## config.mk

```make
export PLATFORM = sky130hd
export DESIGN_NAME = mset_top
export DESIGN_NICKNAME = d
export VERILOG_FILES = /design/src/design/mset_pkg.sv /design/src/design/mset_cfg_if.sv /design/src/design/mset_env_cond.sv /design/src/design/mset_crc_cfg.sv /design/src/design/mset_top.sv
export VERILOG_INCLUDE_DIRS = /design/src /design/src/design
export SDC_FILE = /design/constraint.sdc
export NUM_CORES = 1
export LEC_CHECK = 0
export BUFFER_PORTS_ARGS = -buffer_cell sky130_fd_sc_hd__buf_2
export CORE_MARGIN = 1.5
export CORE_UTILIZATION = 25
export DETAILED_ROUTE_END_ITERATION = 8
export PLACE_DENSITY = 0.56
export SLEW_MARGIN = 20
export SYNTH_ARGS = -nofsm -noshare
export SYNTH_HDL_FRONTEND = slang
export SYNTH_HIERARCHICAL = 1
export SYNTH_SLANG_ARGS = --single-unit
```

## constraint.sdc

```tcl
create_clock -name mclk -period 1.6 [get_ports mclk]
set_clock_uncertainty 0.1 [all_clocks]
set_input_delay 0.08 -clock mclk [delete_from_list [all_inputs] [get_ports mclk]]
set_output_delay 0.08 -clock mclk [all_outputs]
set_load 0.05 [all_outputs]
```

## src/design/mset_params.svh

```systemverilog
// Constants for the mode settings register block
`ifndef MSET_PARAMS_SVH
`define MSET_PARAMS_SVH

// ----------------------------------------------------------------
// Register map
// ----------------------------------------------------------------
`define MSET_ADDR_W         6
`define MSET_ADDR_MODE      6'h11
`define MSET_RESET_MODE     8'h3b
`define MSET_RDATA_UNMAPPED 8'h00

// ----------------------------------------------------------------
// Field positions inside the mode settings register
// ----------------------------------------------------------------
`define MSET_BIT_CRC_ORDER  7
`define MSET_BIT_SYNC_DET   6
`define MSET_BIT_TX_WAIT    5
`define MSET_BIT_RX_WAIT    4
`define MSET_BIT_ENV_POL    3
`define MSET_BIT_MDET_OFF   2
`define MSET_SEED_HI        1
`define MSET_SEED_LO        0

// ----------------------------------------------------------------
// CRC seed values and sync byte
// ----------------------------------------------------------------
`define MSET_SEED_00        16'h0000
`define MSET_SEED_01        16'h6363
`define MSET_SEED_10        16'ha671
`define MSET_SEED_11        16'h0000
`define MSET_SYNC_BYTE      8'hf0
`define MSET_RXW_W          6

`endif

```

## src/design/mset_pkg.sv

```systemverilog
// Types shared by the mode settings register block
package mset_pkg;

  // Operating mode of the frontend, one-hot
  typedef enum logic [3:0] {
    OPM_READER    = 4'h1,
    OPM_INITIATOR = 4'h2,
    OPM_TARGET    = 4'h4,
    OPM_CARD      = 4'h8
  } mset_opmode_t;

  // Sync hunt state of the receiver gate
  typedef enum logic [1:0] {
    SYN_HUNT = 2'h1,
    SYN_OPEN = 2'h2
  } mset_sync_t;

  // Receive wait counter state
  typedef enum logic [2:0] {
    RXW_IDLE  = 3'h1,
    RXW_ARMED = 3'h2,
    RXW_COUNT = 3'h4
  } mset_rxw_t;

endpackage

```

## src/design/mset_cfg_if.sv

```systemverilog
// Configuration carrier from the register to its helper modules
`timescale 1ns/1ps
interface mset_cfg_if;
  logic       crc_bit_order;            // CRC computed msb first
  logic [1:0] crc_seed_select;          // Stand-alone CRC seed choice
  logic       envelope_input_polarity;  // 1: pin active high
  logic       rf_comm;                  // RF communication in progress

  modport owner (
    output crc_bit_order,
    output crc_seed_select,
    output envelope_input_polarity,
    output rf_comm
  );
  modport crc (
    input crc_bit_order,
    input crc_seed_select,
    input rf_comm
  );
  modport env (
    input envelope_input_polarity
  );
endinterface

```

## src/design/mset_env_cond.sv

```systemverilog
// Envelope input pin conditioning and activity event
`timescale 1ns/1ps
`include "mset_params.svh"
module mset_env_cond (
  input  wire logic mclk,                // System clock
  input  wire logic srst,                // Synchronous reset
  input  wire logic envelope_input_pin,  // Raw pin, asynchronous
  mset_cfg_if.env   cfg,                 // Polarity setting
  output logic      env_internal_n,      // Internal envelope, active low
  output logic      env_activity         // One-cycle activity event
);

  logic sync1_ff;  // First synchroniser stage
  logic sync2_ff;  // Second synchroniser stage
  logic prev_ff;   // Last seen synchronised level
  logic pol_ff;    // Last seen polarity setting

  // Two-stage synchroniser for the pin
  always_ff @(posedge mclk) begin
    if (srst) begin
      sync1_ff <= 1'b0;
      sync2_ff <= 1'b0;
    end else begin
      sync1_ff <= envelope_input_pin;
      sync2_ff <= sync1_ff;
    end
  end

  // Edge and polarity-change history, internal envelope level
  always_ff @(posedge mclk) begin
    if (srst) begin
      prev_ff        <= 1'b0;
      pol_ff         <= 1'(`MSET_RESET_MODE >> `MSET_BIT_ENV_POL);
      env_internal_n <= 1'b1;
      env_activity   <= 1'b0;
    end else begin
      prev_ff <= sync2_ff;
      pol_ff  <= cfg.envelope_input_polarity;
      // Pin read per polarity, internal copy always low active
      env_internal_n <= ~(cfg.envelope_input_polarity ? sync2_ff : ~sync2_ff);
      // A polarity flip counts as an input transition
      env_activity <= (sync2_ff != prev_ff) |
                      (cfg.envelope_input_polarity != pol_ff);
    end
  end

endmodule

```

## src/design/mset_crc_cfg.sv

```systemverilog
// CRC seed and bit order selection for the CRC co-processor
`timescale 1ns/1ps
`include "mset_params.svh"
module mset_crc_cfg (
  input  wire logic        mclk,           // System clock
  input  wire logic        srst,           // Synchronous reset
  mset_cfg_if.crc          cfg,            // Register fields
  input  wire logic        proto_msb_first,// Order the active protocol needs
  input  wire logic [15:0] rf_crc_seed,    // Seed derived from framing
  input  wire logic [15:0] crc_raw,        // Raw engine result
  output logic             crc_msb_first,  // Order handed to the engine
  output logic [15:0]      crc_seed,       // Seed handed to the engine
  output logic [7:0]       crc_result_high,// Result high byte
  output logic [7:0]       crc_result_low  // Result low byte
);

  logic [15:0] seed_sel;  // Seed picked by the register field
  logic [15:0] raw_rev;   // Each result byte bit reversed

  // Seed lookup for the stand-alone CRC command
  always_comb begin
    unique case (cfg.crc_seed_select)
      2'h0:    seed_sel = `MSET_SEED_00;
      2'h1:    seed_sel = `MSET_SEED_01;
      2'h2:    seed_sel = `MSET_SEED_10;
      default: seed_sel = `MSET_SEED_11;
    endcase
  end

  // Bit reversal within each result byte
  genvar i;
  for (i = 0; i < 8; i++) begin : g_rev
    assign raw_rev[i]     = crc_raw[7 - i];
    assign raw_rev[8 + i] = crc_raw[15 - i];
  end

  // Registered outputs; RF traffic overrides the register fields
  always_ff @(posedge mclk) begin
    if (srst) begin
      crc_msb_first   <= 1'b0;
      crc_seed        <= `MSET_SEED_00;
      crc_result_high <= 8'h00;
      crc_result_low  <= 8'h00;
    end else begin
      crc_msb_first <= cfg.rf_comm ? proto_msb_first : cfg.crc_bit_order;
      crc_seed      <= cfg.rf_comm ? rf_crc_seed : seed_sel;
      if (cfg.crc_bit_order && !cfg.rf_comm) begin
        crc_result_high <= raw_rev[15:8];
        crc_result_low  <= raw_rev[7:0];
      end else begin
        crc_result_high <= crc_raw[15:8];
        crc_result_low  <= crc_raw[7:0];
      end
    end
  end

endmodule

```

## src/design/mset_top.sv

```systemverilog
// Mode settings register and the mode gating it drives
//
// Summary of operation
// - 8-bit RW register at 11h, reset 3Bh
// - Bit 7 set: CRC msb first, result bits reversed within each byte outside RF traffic
// - During RF traffic protocol decides CRC order
// - Sync on: hunt F0h, prepend F0h
// - Bit 5: transmitter waits for own field in reader and initiator modes
// - Bit 4: receive wait waits for external field in target and card modes
// - Bit 3 sets envelope pin polarity
// - Internal envelope always active low
// - Polarity change raises envelope activity event
// - Bit 2 switches mode detector off
// - Mode detector runs only during anticollision
// - Seed field: 00 0000, 01 6363, 10 A671
// - RF traffic picks CRC seed from framing
`timescale 1ns/1ps
`include "mset_params.svh"
module mset_top (
  // ---------------------------------------------------------------
  // Clock and reset
  // ---------------------------------------------------------------
  input  wire logic                   mclk,               // System clock
  input  wire logic                   srst,               // Synchronous reset
  // ---------------------------------------------------------------
  // Register port
  // ---------------------------------------------------------------
  input  wire logic [`MSET_ADDR_W-1:0] reg_addr,          // Register address
  input  wire logic                   reg_wr_en,          // Write strobe
  input  wire logic [7:0]             reg_wdata,          // Write data
  input  wire logic                   reg_rd_en,          // Read strobe
  output logic      [7:0]             reg_rdata,          // Read data
  output logic                        reg_rvalid,         // Read data valid
  // ---------------------------------------------------------------
  // Operating state of the frontend
  // ---------------------------------------------------------------
  input  mset_pkg::mset_opmode_t      op_mode,            // Operating mode
  input  wire logic                   rf_comm,            // RF traffic active
  input  wire logic                   own_field_on,       // Own field generated
  input  wire logic                   ext_field_det,      // External field seen
  // ---------------------------------------------------------------
  // Transmitter
  // ---------------------------------------------------------------
  input  wire logic                   tx_start_req,       // Start request
  output logic                        tx_start_ok,        // Start granted
  output logic                        tx_sync_prepend,    // Prepend sync byte
  output logic      [7:0]             tx_sync_byte,       // Sync byte value
  // ---------------------------------------------------------------
  // Receiver
  // ---------------------------------------------------------------
  input  wire logic                   rx_frame_start,     // New frame begins
  input  wire logic                   rx_byte_valid,      // Received byte strobe
  input  wire logic [7:0]             rx_byte,            // Received byte
  output logic                        rx_enable,          // Receiver active
  input  wire logic                   rx_wait_arm,        // Start receive wait
  input  wire logic                   bit_tick,           // Bit-rate enable
  input  wire logic [`MSET_RXW_W-1:0] rx_wait_bits,       // Wait length in bits
  output logic                        rx_wait_busy,       // Wait armed or counter running
  output logic                        rx_wait_done,       // Wait over, one cycle
  // ---------------------------------------------------------------
  // Envelope input
  // ---------------------------------------------------------------
  input  wire logic                   envelope_input_pin, // Envelope pin
  output logic                        env_internal_n,     // Envelope, active low
  output logic                        envelope_activity_irq, // Activity event
  // ---------------------------------------------------------------
  // Mode detector
  // ---------------------------------------------------------------
  input  wire logic                   auto_anticoll_active, // Anticollision runs
  output logic                        mode_det_enable,    // Detector switched on
  // ---------------------------------------------------------------
  // CRC co-processor
  // ---------------------------------------------------------------
  input  wire logic                   proto_msb_first,    // Protocol bit order
  input  wire logic [15:0]            rf_crc_seed,        // Framing-derived seed
  input  wire logic [15:0]            crc_raw,            // Raw CRC result
  output logic                        crc_msb_first,      // Engine bit order
  output logic      [15:0]            crc_seed,           // Engine seed
  output logic      [7:0]             crc_result_high,    // Result high byte
  output logic      [7:0]             crc_result_low      // Result low byte
);

  // ---------------------------------------------------------------
  // Register storage and decode
  // ---------------------------------------------------------------
  logic [7:0] mode_settings_ff;   // Mode settings register
  logic       hit;                // Access targets this register

  // Named views of the fields
  logic       crc_bit_order;            // Bit 7
  logic       sync_detect;              // Bit 6
  logic       tx_wait_for_field;        // Bit 5
  logic       rx_wait_for_field;        // Bit 4
  logic       mode_detector_disable;    // Bit 2

  assign hit = (reg_addr == `MSET_ADDR_MODE);

  assign crc_bit_order         = mode_settings_ff[`MSET_BIT_CRC_ORDER];
  assign sync_detect           = mode_settings_ff[`MSET_BIT_SYNC_DET];
  assign tx_wait_for_field     = mode_settings_ff[`MSET_BIT_TX_WAIT];
  assign rx_wait_for_field     = mode_settings_ff[`MSET_BIT_RX_WAIT];
  assign mode_detector_disable = mode_settings_ff[`MSET_BIT_MDET_OFF];

  // Register write; every bit is writable
  always_ff @(posedge mclk) begin
    if (srst) begin
      mode_settings_ff <= `MSET_RESET_MODE;
    end else if (reg_wr_en && hit) begin
      mode_settings_ff <= reg_wdata;
    end
  end

  // Register read; other addresses answer zero
  always_ff @(posedge mclk) begin
    if (srst) begin
      reg_rdata  <= 8'h00;
      reg_rvalid <= 1'b0;
    end else begin
      reg_rvalid <= reg_rd_en;
      if (reg_rd_en) begin
        reg_rdata <= hit ? mode_settings_ff : `MSET_RDATA_UNMAPPED;
      end
    end
  end

  // ---------------------------------------------------------------
  // Configuration carrier to the helper modules
  // ---------------------------------------------------------------
  mset_cfg_if cfg ();

  assign cfg.crc_bit_order           = crc_bit_order;
  assign cfg.crc_seed_select         = mode_settings_ff[`MSET_SEED_HI:`MSET_SEED_LO];
  assign cfg.envelope_input_polarity = mode_settings_ff[`MSET_BIT_ENV_POL];
  assign cfg.rf_comm                 = rf_comm;

  // ---------------------------------------------------------------
  // Transmitter gating
  // ---------------------------------------------------------------
  logic tx_field_mode;  // Mode in which the own field matters

  assign tx_field_mode = (op_mode == mset_pkg::OPM_READER) ||
                         (op_mode == mset_pkg::OPM_INITIATOR);

  // Hold back a start until the own field is up
  assign tx_start_ok = tx_start_req &&
                       (!tx_wait_for_field || !tx_field_mode || own_field_on);

  // Sync byte insertion follows the register bit; the host keeps it
  // clear outside 106 kbit peer-to-peer exchange
  always_ff @(posedge mclk) begin
    if (srst) begin
      tx_sync_prepend <= 1'b0;
      tx_sync_byte    <= `MSET_SYNC_BYTE;
    end else begin
      tx_sync_prepend <= sync_detect;
      tx_sync_byte    <= `MSET_SYNC_BYTE;
    end
  end

  // ---------------------------------------------------------------
  // Receiver sync hunt
  // ---------------------------------------------------------------
  mset_pkg::mset_sync_t sync_st_ff;   // Hunt state
  mset_pkg::mset_sync_t nxt_sync_st;  // Next hunt state

  // A new frame restarts the hunt; the sync byte opens the receiver
  always_comb begin
    nxt_sync_st = sync_st_ff;
    unique case (sync_st_ff)
      mset_pkg::SYN_HUNT: begin
        if (rx_byte_valid && (rx_byte == `MSET_SYNC_BYTE)) begin
          nxt_sync_st = mset_pkg::SYN_OPEN;
        end
      end
      mset_pkg::SYN_OPEN: begin
        if (rx_frame_start) begin
          nxt_sync_st = mset_pkg::SYN_HUNT;
        end
      end
      default: nxt_sync_st = mset_pkg::SYN_HUNT;
    endcase
  end

  // Hunt state register
  always_ff @(posedge mclk) begin
    if (srst) begin
      sync_st_ff <= mset_pkg::SYN_HUNT;
    end else begin
      sync_st_ff <= nxt_sync_st;
    end
  end

  // Receiver is free unless sync handling is on
  always_ff @(posedge mclk) begin
    if (srst) begin
      rx_enable <= 1'b1;
    end else begin
      rx_enable <= !sync_detect || (nxt_sync_st == mset_pkg::SYN_OPEN);
    end
  end

  // ---------------------------------------------------------------
  // Receive wait counter
  // ---------------------------------------------------------------
  mset_pkg::mset_rxw_t    rxw_st_ff;   // Counter state
  mset_pkg::mset_rxw_t    nxt_rxw_st;  // Next counter state
  logic [`MSET_RXW_W-1:0] rxw_cnt_ff;  // Bits left to wait
  logic                   rx_field_mode; // Mode in which the field matters
  logic                   rxw_last;    // Final bit of the wait

  assign rx_field_mode = (op_mode == mset_pkg::OPM_TARGET) ||
                         (op_mode == mset_pkg::OPM_CARD);
  assign rxw_last      = bit_tick && (rxw_cnt_ff <= `MSET_RXW_W'(1));

  // Arm, wait for the external field where required, then count
  always_comb begin
    nxt_rxw_st = rxw_st_ff;
    unique case (rxw_st_ff)
      mset_pkg::RXW_IDLE: begin
        if (rx_wait_arm) begin
          if (rx_wait_for_field && rx_field_mode && !ext_field_det) begin
            nxt_rxw_st = mset_pkg::RXW_ARMED;
          end else begin
            nxt_rxw_st = mset_pkg::RXW_COUNT;
          end
        end
      end
      mset_pkg::RXW_ARMED: begin
        if (ext_field_det) begin
          nxt_rxw_st = mset_pkg::RXW_COUNT;
        end
      end
      mset_pkg::RXW_COUNT: begin
        if (rxw_last) begin
          nxt_rxw_st = mset_pkg::RXW_IDLE;
        end
      end
      default: nxt_rxw_st = mset_pkg::RXW_IDLE;
    endcase
  end

  // Counter state, count and outputs
  always_ff @(posedge mclk) begin
    if (srst) begin
      rxw_st_ff    <= mset_pkg::RXW_IDLE;
      rxw_cnt_ff   <= '0;
      rx_wait_done <= 1'b0;
    end else begin
      rxw_st_ff    <= nxt_rxw_st;
      rx_wait_done <= (rxw_st_ff == mset_pkg::RXW_COUNT) && rxw_last;
      if (rxw_st_ff == mset_pkg::RXW_IDLE) begin
        rxw_cnt_ff <= rx_wait_bits;
      end else if (rxw_st_ff == mset_pkg::RXW_COUNT && bit_tick) begin
        rxw_cnt_ff <= rxw_cnt_ff - `MSET_RXW_W'(1);
      end
    end
  end

  assign rx_wait_busy = (rxw_st_ff != mset_pkg::RXW_IDLE);

  // ---------------------------------------------------------------
  // Mode detector enable
  // ---------------------------------------------------------------
  // Only during anticollision, and only if not switched off
  always_ff @(posedge mclk) begin
    if (srst) begin
      mode_det_enable <= 1'b0;
    end else begin
      mode_det_enable <= auto_anticoll_active && !mode_detector_disable;
    end
  end

  // ---------------------------------------------------------------
  // Helper modules
  // ---------------------------------------------------------------
  // Envelope pin synchroniser, polarity and activity event
  mset_env_cond u_env (
    .mclk               (mclk),
    .srst               (srst),
    .envelope_input_pin (envelope_input_pin),
    .cfg                (cfg.env),
    .env_internal_n     (env_internal_n),
    .env_activity       (envelope_activity_irq)
  );

  // CRC order, seed and result presentation
  mset_crc_cfg u_crc (
    .mclk            (mclk),
    .srst            (srst),
    .cfg             (cfg.crc),
    .proto_msb_first (proto_msb_first),
    .rf_crc_seed     (rf_crc_seed),
    .crc_raw         (crc_raw),
    .crc_msb_first   (crc_msb_first),
    .crc_seed        (crc_seed),
    .crc_result_high (crc_result_high),
    .crc_result_low  (crc_result_low)
  );

endmodule

```

==> results.cfg, run 1 <==
[logic_synthesis]
synthArstFlopShare = 0
synthesis.instances = 307
synth_top_cell_by_area = sky130_fd_sc_hd__dfxtp_1
synth-main-ff-cell = sky130_fd_sc_hd__dfxtp_1
yosys-top-cells-area = sky130_fd_sc_hd__dfxtp_1 49%, sky130_fd_sc_hd__nand2b_1 6.0%, sky130_fd_sc_hd__mux2i_1 5.5%
yosys.area.top_type_share = 0.4882
synth-edff-count = 0
syn_avg_cell_area_um2 = 9.484
yosysSeqAreaShare = 0.4882
netlist_area_um2 = 2912
netlist-cell-type-count = 43
synth-seq-cells = 71
yosys_warnings = 6

[critical_path]
endpoint_kind = flop
worst_setup_path_start_kind = flop
worst-path-buf-inv = 2
cpMaxStageDelayCell = sky130_fd_sc_hd__dlygate4sd3_1
crit_path_kind = flop to flop
crit_family = buffers and inverters
cp_max_fo = 7
cp_data_required_time_ns = 1.77
worst_path_largest_cell_delay_ns = 0.57
data_arrival_time_of_the_critical_path_ns = 1.72
worstPathCellList = nor2b_4 -> buf_6 -> mux2i_1 -> dlygate4sd3_1

[timing]
fmax_mhz = 645.0
fin_crit_ns = 1.550
timing.final.hold_violations = 0
final-max-slew-violation-count = 0
setup_viol = 0
finalCritPeriodShare = 0.9690
rsz_0062_raised_after_global_routing = false
finalSetupTns_ns = 0

[power]
power_density_nw_per_um2 = 957.9
p_leak_nw = 2.176
peakVddDrop_mv = 0.4791

[place]
port_buffers = 128
dp.final_hpwl_mm = 5.174
placedCellCount = 571
routabilityCongestion = 0.7706

[drt]
firstDrtPassIters = 4
drt_first_iter_violations = 196
route.antenna.remaining_nets = 0
postRouteWirelength_mm = 7.831
routedWlPerCell_um = 11.94
drc = 0
drt-vias-per-instance = 4.285
detailroute.via_count = 2811

[cells_and_area]
final_cells = 656
finalCoreUtilization = 0.4078
filler_cell_count = 1113
antenna-diode-count = 0
drive_gt1_frac = 0.3333
num-nets-final = 593
syn_to_final_growth_pct = 59.26

[run]
drv.max_cap_violation_count = 0

[global_routing]
grt_pass1_wl_mm = 12.76
number_of_antenna_violations_at_the_first_check_in_global_routing = 0
grt_use_total = 0.1294
grt_overflow = 0
pin_count_of_the_biggest_net_entering_global_routing = 30
number_of_global_route_vias_before_repair = 2781

[clocking]
ctsHtreeMaxLevel = 3
cts_root_buffer = sky130_fd_sc_hd__clkbuf_16
clock_insertion_delay_worst_skew_ns = 0.33
tritoncts = done
clock_path_buffers = 2
cts_buffers = 9
clk_pin_slew_worst_paths_ns = 0.06
cts_sinks = 71

[die]
top_level_pins = 137
initial_utilization = 0.2561
floorplan.die_area_um2 = 12300
die_width_um = 110.9
die-height_um = 110.9
fp-row-count = 39
coreArea_um2 = 11370

[status]
result_of_the_run = finished, final reports clean

[worst_hold_path]
hold_path.class = input port to flop
## cell usage in the layout, fill, tap and decap left out, drive strengths merged, types with 4 or more instances in the layout
cell	count
nand3b	5
nor2b	9
dlygate4sd3	58
a21oi	27
clkbuf	12
xor2	6
nand2b	30
and2	5
inv	9
xnor2	4
nor3	7
ha	6
mux2i	16
nor2	11
nand2	26
a211oi	5
conb	8
nand3	19
dfxtp	71
buf	149
## power by group
group          switching [W]  internal (W)  leakage [nW]
clock network       0.000723       0.00104         0.126
logic               0.000457      0.000333          1.47
registers          0.0000390       0.00185         0.583
total                0.00122       0.00322          2.18
## tightest hold or removal path: stages
cell                      delay [ns]
sky130_fd_sc_hd__buf_2          0.16
sky130_fd_sc_hd__nand3_1        0.10
sky130_fd_sc_hd__a21oi_1        0.05
## logic make-up after synthesis
family | count (synthesis) | share of synthesized area
simple gates | 124 | 0.2415
flops | 71 | 0.4882
compound gates | 44 | 0.09025
buf+inv | 34 | 0.06660
mux | 16 | 0.05501
xor+xnor | 10 | 0.03008
fa+ha+maj | 6 | 0.02578
other cells | 2 | 0.002579
## through the flow
| step | setup WS (ns) | instance area [um2] | total power (W) | hold WS, ns |
|---|---|---|---|---|
| global placement | 0.03288 | 3694 | 0.002568 | 0.1860 |
| global route | 0.002558 | 4637 | 0.004641 | 0.03255 |
| detailed placement | 0.01044 | 3694 | 0.002576 | 0.1840 |
| floorplan | 0.08537 | 2935 | 0.002382 | 0.04907 |
| finish | 0.04958 | 4637 | 0.004442 | 0.009651 |
| CTS | 0.007929 | 4536 | 0.004469 | 0.003080 |
## final timing paths
| kind | cells after the start | startpoint | slack (ns) | end |
|---|---|---|---|---|
| worst max-delay path | 4 | mode_settings_ff[7]$_SDFFE_PP0P_ | 0.05 | u_crc/crc_result_low[0]$_SDFF_PP0_ |
| worst min-delay path | 3 | reg_wr_en | 0.01 | mode_settings_ff[6]$_SDFFE_PP0P_ |
| worst max register to register | 4 | mode_settings_ff[7]$_SDFFE_PP0P_ | 0.05 | u_crc/crc_result_low[0]$_SDFF_PP0_ |
| worst min register to register | 1 | u_env/sync1_ff$_SDFF_PP0_ | 0.35 | u_env/sync2_ff$_SDFF_PP0_ |
## Yosys cell counts (2+ instances only)
cell type,count
sky130_fd_sc_hd__nor4bb_1,2
sky130_fd_sc_hd__o21a_1,3
sky130_fd_sc_hd__xor2_1,6
sky130_fd_sc_hd__nor3_1,6
sky130_fd_sc_hd__nor3b_1,2
sky130_fd_sc_hd__nor2_1,11
sky130_fd_sc_hd__and2_1,5
sky130_fd_sc_hd__nand3_1,19
sky130_fd_sc_hd__a21oi_1,27
sky130_fd_sc_hd__nand2_1,26
sky130_fd_sc_hd__nor2b_1,9
sky130_fd_sc_hd__buf_2,4
sky130_fd_sc_hd__nand3b_1,5
sky130_fd_sc_hd__dfxtp_1,71
sky130_fd_sc_hd__buf_4,10
sky130_fd_sc_hd__nand2b_1,28
sky130_fd_sc_hd__xnor2_1,4
sky130_fd_sc_hd__clkbuf_1,6
sky130_fd_sc_hd__or2_1,3
sky130_fd_sc_hd__conb_1,2
sky130_fd_sc_hd__ha_1,6
sky130_fd_sc_hd__inv_1,9
sky130_fd_sc_hd__o21ai_1,2
sky130_fd_sc_hd__buf_6,3
sky130_fd_sc_hd__a211oi_1,5
sky130_fd_sc_hd__mux2i_1,16
## layout make-up
| cell class | instances | area [um2] | share of cell area |
|---|---|---|---|
| Clock buffer | 12 | 236.5 | 0.05100 |
| Clock inverter | 4 | 22.52 | 0.004857 |
| Inverter | 10 | 38.79 | 0.008365 |
| Multi-Input combinational cell | 209 | 1344 | 0.2898 |
| Sequential cell | 71 | 1421 | 0.3065 |
| Tap cell | 143 | 178.9 | 0.03859 |
| Timing Repair Buffer | 207 | 1395 | 0.3009 |
## state kept, by name, summed over array words and instances, names as in the netlist
name and count:
u_crc/crc_seed 16, reg_rdata 8, u_env/sync2_ff 1, mode_settings_ff 8
u_env/env_internal_n 1, mode_det_enable 1, rxw_cnt_ff 6, u_crc/crc_result_low 8
u_env/env_activity 1, u_env/prev_ff 1, rxw_st_ff 3, u_env/sync1_ff 1
tx_sync_prepend 1, u_env/pol_ff 1, rx_enable 1, sync_st_ff 2
u_crc/crc_result_high 8, u_crc/crc_msb_first 1, rx_wait_done 1, reg_rvalid 1
## layer usage
metal  up-vias  global-route usage  wire, um
met4         0             0.07179       204
li1       1413                   -         -
met2       111              0.2156      3580
met1      1273              0.1537      3488
met5         -                   0         0
met3        14             0.02952       557
## repair_timing
item / 4_1_cts / 5_1_grt
buffers inserted: 0 / 10
endpoints found under the setup margin: 1 / 6
pin swaps: 0 / 1
endpoints found under the hold margin: 51 / 0
gates resized for setup: 1 / 4
cloned: 0 / 1
hold buffers: 58 / 0
Power figures use the tool's default switching activity.
==> run 2: changes to the inputs <==
REMOVE_ABC_BUFFERS = 1   (was not set)
==> run 2 against run 1 <==
  * Combinational power down 3.2%
  * Critical path type unchanged
  * Via count down 2.6%
  * Wire length down 1.5%
  * Core utilization down 0.85 points
  * Flip-flop and latch count unchanged
  * Largest cell class unchanged
==> results.cfg, run 2 (synthesis results as in run 1) <==
[critical_path]
data_arrival_time_of_the_critical_path_ns = 1.61
cp_max_fo = 9
endpoint_kind = flop
worst_setup_path_start_kind = flop
cp_data_required_time_ns = 1.72
crit_path_kind = flop to flop

[cells_and_area]
drive_gt1_frac = 0.3246
final_common_cell = sky130_fd_sc_hd__buf_2
antenna-diode-count = 0
finalCoreUtilization = 0.3994
num-nets-final = 579
syn_to_final_growth_pct = 55.95
layout_common_cells = 127 x sky130_fd_sc_hd__buf_2, 71 x sky130_fd_sc_hd__dfxtp_1, 55 x sky130_fd_sc_hd__dlygate4sd3_1
largest_register_ff_count = 16
top_register_by_number_of_flip_flops = u_crc/crc_seed

[clocking]
cts_sinks = 71
cts_root_buffer = sky130_fd_sc_hd__clkbuf_16
cts_buffers = 9
clock_path_buffers = 2
clk_pin_slew_worst_paths_ns = 0.06
ctsHtreeMaxLevel = 3
tritoncts = done
clock_insertion_delay_worst_skew_ns = 0.32

[drt]
routedWlPerCell_um = 12.01
route.antenna.remaining_nets = 0
drt-vias-per-instance = 4.266
firstDrtPassIters = 4
drt_first_iter_violations = 84
detailroute.via_count = 2739
postRouteWirelength_mm = 7.710
drc = 0

[place]
routabilityCongestion = 0.7221
port_buffers = 128
dp.final_hpwl_mm = 5.173

[power]
fin_total_pwr_w = 0.004535
p_leak_nw = 2.115
power_density_nw_per_um2 = 998.8
peakVddDrop_mv = 0.4009

[die]
initial_utilization = 0.2561
die_width_um = 110.9
coreArea_um2 = 11370
fp-row-count = 39
top_level_pins = 137
die-height_um = 110.9
floorplan.die_area_um2 = 12300

[run]
drv.max_cap_violation_count = 0

[global_routing]
number_of_global_route_vias_before_repair = 2752
number_of_antenna_violations_at_the_first_check_in_global_routing = 0
pin_count_of_the_biggest_net_entering_global_routing = 67
grt_use_total = 0.1276
grt_pass1_wl_mm = 12.59
grt_overflow = 0

[timing]
timing.final.hold_violations = 0
final-max-slew-violation-count = 0
finalCritPeriodShare = 0.9280
fin_crit_ns = 1.485
setup_viol = 0
fmax_mhz = 673.5

[worst_hold_path]
hold_path.class = input port to flop

[status]
result_of_the_run = finished, final reports clean
-- run 2: worst max-delay path: stages (launching register included) --
cell and delay [ns]:
sky130_fd_sc_hd__dfxtp_1 0.42, sky130_fd_sc_hd__nand2b_4 0.16, sky130_fd_sc_hd__mux2i_1 0.15, sky130_fd_sc_hd__dlygate4sd3_1 0.55
-- run 2: metrics by stage --
step | setup TNS [ns] | instance area, um2 | hold slack, ns | worst slack (ns) | cells
finish | 0 | 4541 | 0.01566 | 0.1152 | 642
global route | -0.001438 | 4541 | 0.02219 | -0.001438 | 642
CTS | 0 | 4523 | 0.0004030 | 0.02703 | 641
detailed placement | 0 | 3686 | 0.1826 | 0.01059 | 570
global placement | 0 | 3686 | 0.1798 | 0.03086 | 570
floorplan | -0.9581 | 2779 | 0.04907 | -0.2266 | 289
-- run 2: repair_timing --
action / in CTS / in global routing
hold buffers: 55 / 0
setup endpoints to repair: 1 / 2
hold endpoints to repair: 50 / 0
resized for setup: 1 / 3
pin swaps: 0 / 1
setup buffers: 0 / 1
-- run 2: final timing paths --
check                                   startpoint                                   to  slack (ns)  cells after the start
hold / removal                            bit_tick              rx_wait_done$_SDFF_PP0_        0.02                      3
setup reg to reg  mode_settings_ff[7]$_SDFFE_PP0P_  u_crc/crc_result_high[0]$_SDFF_PP0_        0.12                      3
setup / recovery  mode_settings_ff[7]$_SDFFE_PP0P_  u_crc/crc_result_high[0]$_SDFF_PP0_        0.12                      3
hold reg to reg          u_env/sync1_ff$_SDFF_PP0_            u_env/sync2_ff$_SDFF_PP0_        0.35                      1
-- run 2: layer usage --
layer  global-route usage  share of wire  vias to the layer above
li1                     -              -                     1390
met1               0.1526           0.45                     1252
met2               0.2132           0.48                       85
met3              0.03773          0.056                       12
met4              0.05385          0.018                        0
met5                    0              0                        -
-- run 2: cell type report --
| type | count | area, um2 |
|---|---|---|
| Tap cell | 143 | 178.9 |
| Multi-Input combinational cell | 208 | 1329 |
| Inverter | 10 | 38.79 |
| Timing Repair Buffer | 194 | 1289 |
| Fill cell | 1142 | 6829 |
| Clock inverter | 6 | 45.04 |
| Clock buffer | 10 | 239.0 |
| Sequential cell | 71 | 1421 |
-- run 2: power by group --
group / switching, W / total [W] / leakage [nW] / internal, W
clock: 0.000786 / 0.00188 / 0.131 / 0.00110
combinational: 0.000450 / 0.000765 / 1.40 / 0.000315
sequential: 0.0000406 / 0.00189 / 0.583 / 0.00185
==> run 3: changes to the inputs <==
==> constraint.sdc (replaced) <==
create_clock -name mclk -period 1.6 [get_ports mclk]
set_clock_uncertainty 0.1 [all_clocks]
set_input_delay 0.32 -clock mclk [delete_from_list [all_inputs] [get_ports mclk]]
set_output_delay 0.32 -clock mclk [all_outputs]
set_load 0.05 [all_outputs]
==> run 3 against run 2 <==
  * First-iteration DRC count is 32% higher
  * Core utilization is 4.0 points lower
  * Clock power grew 16%
  * Non-clock buffer count decreased by 50
  * Register-to-register slack improved by 0.05 ns
==> results.cfg, run 3 (synthesis results as in run 1) <==
[power]
pwr-share-comb = 0.142
power_frac_clock = 0.460
fin_total_pwr_w = 0.004737
p_leak_nw = 1.939
power.sequential.fraction = 0.399
power_density_nw_per_um2 = 1158
p_int_w = 0.003537
switching_share = 0.2534
peakVddDrop_mv = 0.5244
switching_power_w = 0.001200

[clocking]
clock_insertion_delay_worst_skew_ns = 0.32
cts_sinks = 71
clk_pin_slew_worst_paths_ns = 0.06
cts_root_buffer = sky130_fd_sc_hd__clkbuf_16
ctsHtreeMaxLevel = 3
cts.repair_timing.setup_buffer_count = 0
cts_buffers = 9
tritoncts = done
cts-hold-fix-buffers = 0
clock_path_buffers = 2

[cells_and_area]
final_cells = 592
final_common_cell = sky130_fd_sc_hd__buf_2
antenna-diode-count = 0
layout_common_cells = 126 x sky130_fd_sc_hd__buf_2, 69 x sky130_fd_sc_hd__dfxtp_1, 28 x sky130_fd_sc_hd__nand2b_1
syn_to_final_growth_pct = 40.44
drive_gt1_frac = 0.3786
top_register_by_number_of_flip_flops = u_crc/crc_seed
largest_register_ff_count = 16
finalInstanceArea_um2 = 4089
num-nets-final = 529

[critical_path]
cpMaxStageDelayCell = sky130_fd_sc_hd__dfxtp_2
critPathLaunch = mode_settings_ff[5]$_SDFFE_PP1P_
r2r-start = rxw_st_ff[1]$_SDFFE_PP0P_
data_arrival_time_of_the_critical_path_ns = 1.14
worstPathCellList = nor4b_4 -> a21boi_1 -> buf_4
worst_path_largest_cell_delay_ns = 0.35
cp_max_fo = 3
crit_path_kind = flop to output pin
worst_setup_path_start_kind = flop
endpoint_kind = output pin
cp_data_required_time_ns = 1.18

[global_routing]
grt_pass1_wl_mm = 11.54
pin_count_of_the_biggest_net_entering_global_routing = 26
grt_use_total = 0.1181
number_of_global_route_vias_before_repair = 2424
number_of_antenna_violations_at_the_first_check_in_global_routing = 0
grt_overflow = 0

[timing]
rsz_0062_raised_after_global_routing = true
setup_viol = 0
finalCritPeriodShare = 0.9748
fmax_mhz = 641.2
final-max-slew-violation-count = 0
finalSetupTns_ns = 0
timing.final.ws_setup_ns = 0.04038
timing.final.hold_violations = 0
fin_crit_ns = 1.560

[place]
dp.final_hpwl_mm = 5.408
detailed_place.area_um2 = 3731
placedCellCount = 576
dp_slack_ns = -0.2202
port_buffers = 128
routabilityCongestion = 0.7158

[die]
initial_utilization = 0.2561
die-height_um = 110.9
floorplan.die_area_um2 = 12300
fp-row-count = 39
top_level_pins = 137
coreArea_um2 = 11370
die_width_um = 110.9

[drt]
drt_first_iter_violations = 111
detailroute.via_count = 2519
drc = 0
routedWlPerCell_um = 11.89
route.antenna.remaining_nets = 0
drt-vias-per-instance = 4.255
postRouteWirelength_mm = 7.040
firstDrtPassIters = 4

[run]
drv.max_cap_violation_count = 0

[worst_hold_path]
hp-start = rf_crc_seed[11]
hold_path.class = input port to flop

[status]
result_of_the_run = finished, final reports clean
-- run 3: worst paths after layout --
path,endpoint,slack (ns),depth (start not counted)
min reg2reg,u_env/sync2_ff$_SDFF_PP0_,0.35,1
min,u_crc/crc_seed[11]$_SDFF_PP0_,0.1,2
max reg2reg,rxw_cnt_ff[4]$_SDFFE_PP0P_,0.17,5
max,tx_start_ok,0.04,3
-- run 3: layout make-up --
type                    instances  area (um2)
fillers                      1167        7281
flip-flops and latches         71        1424
multi-input cells             208        1336
repair buffers                144       778.2
clock buffers                  11       252.7
well taps                     143       178.9
clock inverters                 5       80.08
inverters                      10       38.79
-- run 3: layer usage --
layer / part of all wire / wire, um / global-route usage
met2: 0.46 / 3254 / 0.1889
met5: 0 / 0 / 0
met1: 0.46 / 3256 / 0.1491
met4: 0.019 / 132 / 0.05128
met3: 0.056 / 397 / 0.03226
-- run 3: stage by stage --
stage | hold slack (ns) | utilization
global placement | 0.3212 | 0.3282
detailed placement | 0.3289 | 0.3282
floorplan | 0.2891 | -
finish | 0.09658 | 0.3596
global route | 0.09038 | 0.3596
CTS | 0.08383 | 0.3586
-- run 3: repair_timing --
item,in CTS,in global routing
resized for setup,6,3
setup endpoints to repair,2,2
hold endpoints to repair,0,0
-- run 3: power by group through the flow --
stage | sequential, W | combinational, W | clock, W
floorplan | 0.00208 | 0.000251 | 0
global placement | 0.00192 | 0.000656 | 0
detailed placement | 0.00193 | 0.000665 | 0
CTS | 0.00189 | 0.000672 | 0.00225
global route | 0.00190 | 0.000729 | 0.00233
finish | 0.00189 | 0.000671 | 0.00218
-- run 3: critical path, delay by kind of cell, from the launching register on --
kind	cells	cell delay, ns
AO/OA/AOI/OAI	1	0.09
AND/OR/NAND/NOR	1	0.19
flip-flops	1	0.35
buffers and inverters	1	0.19
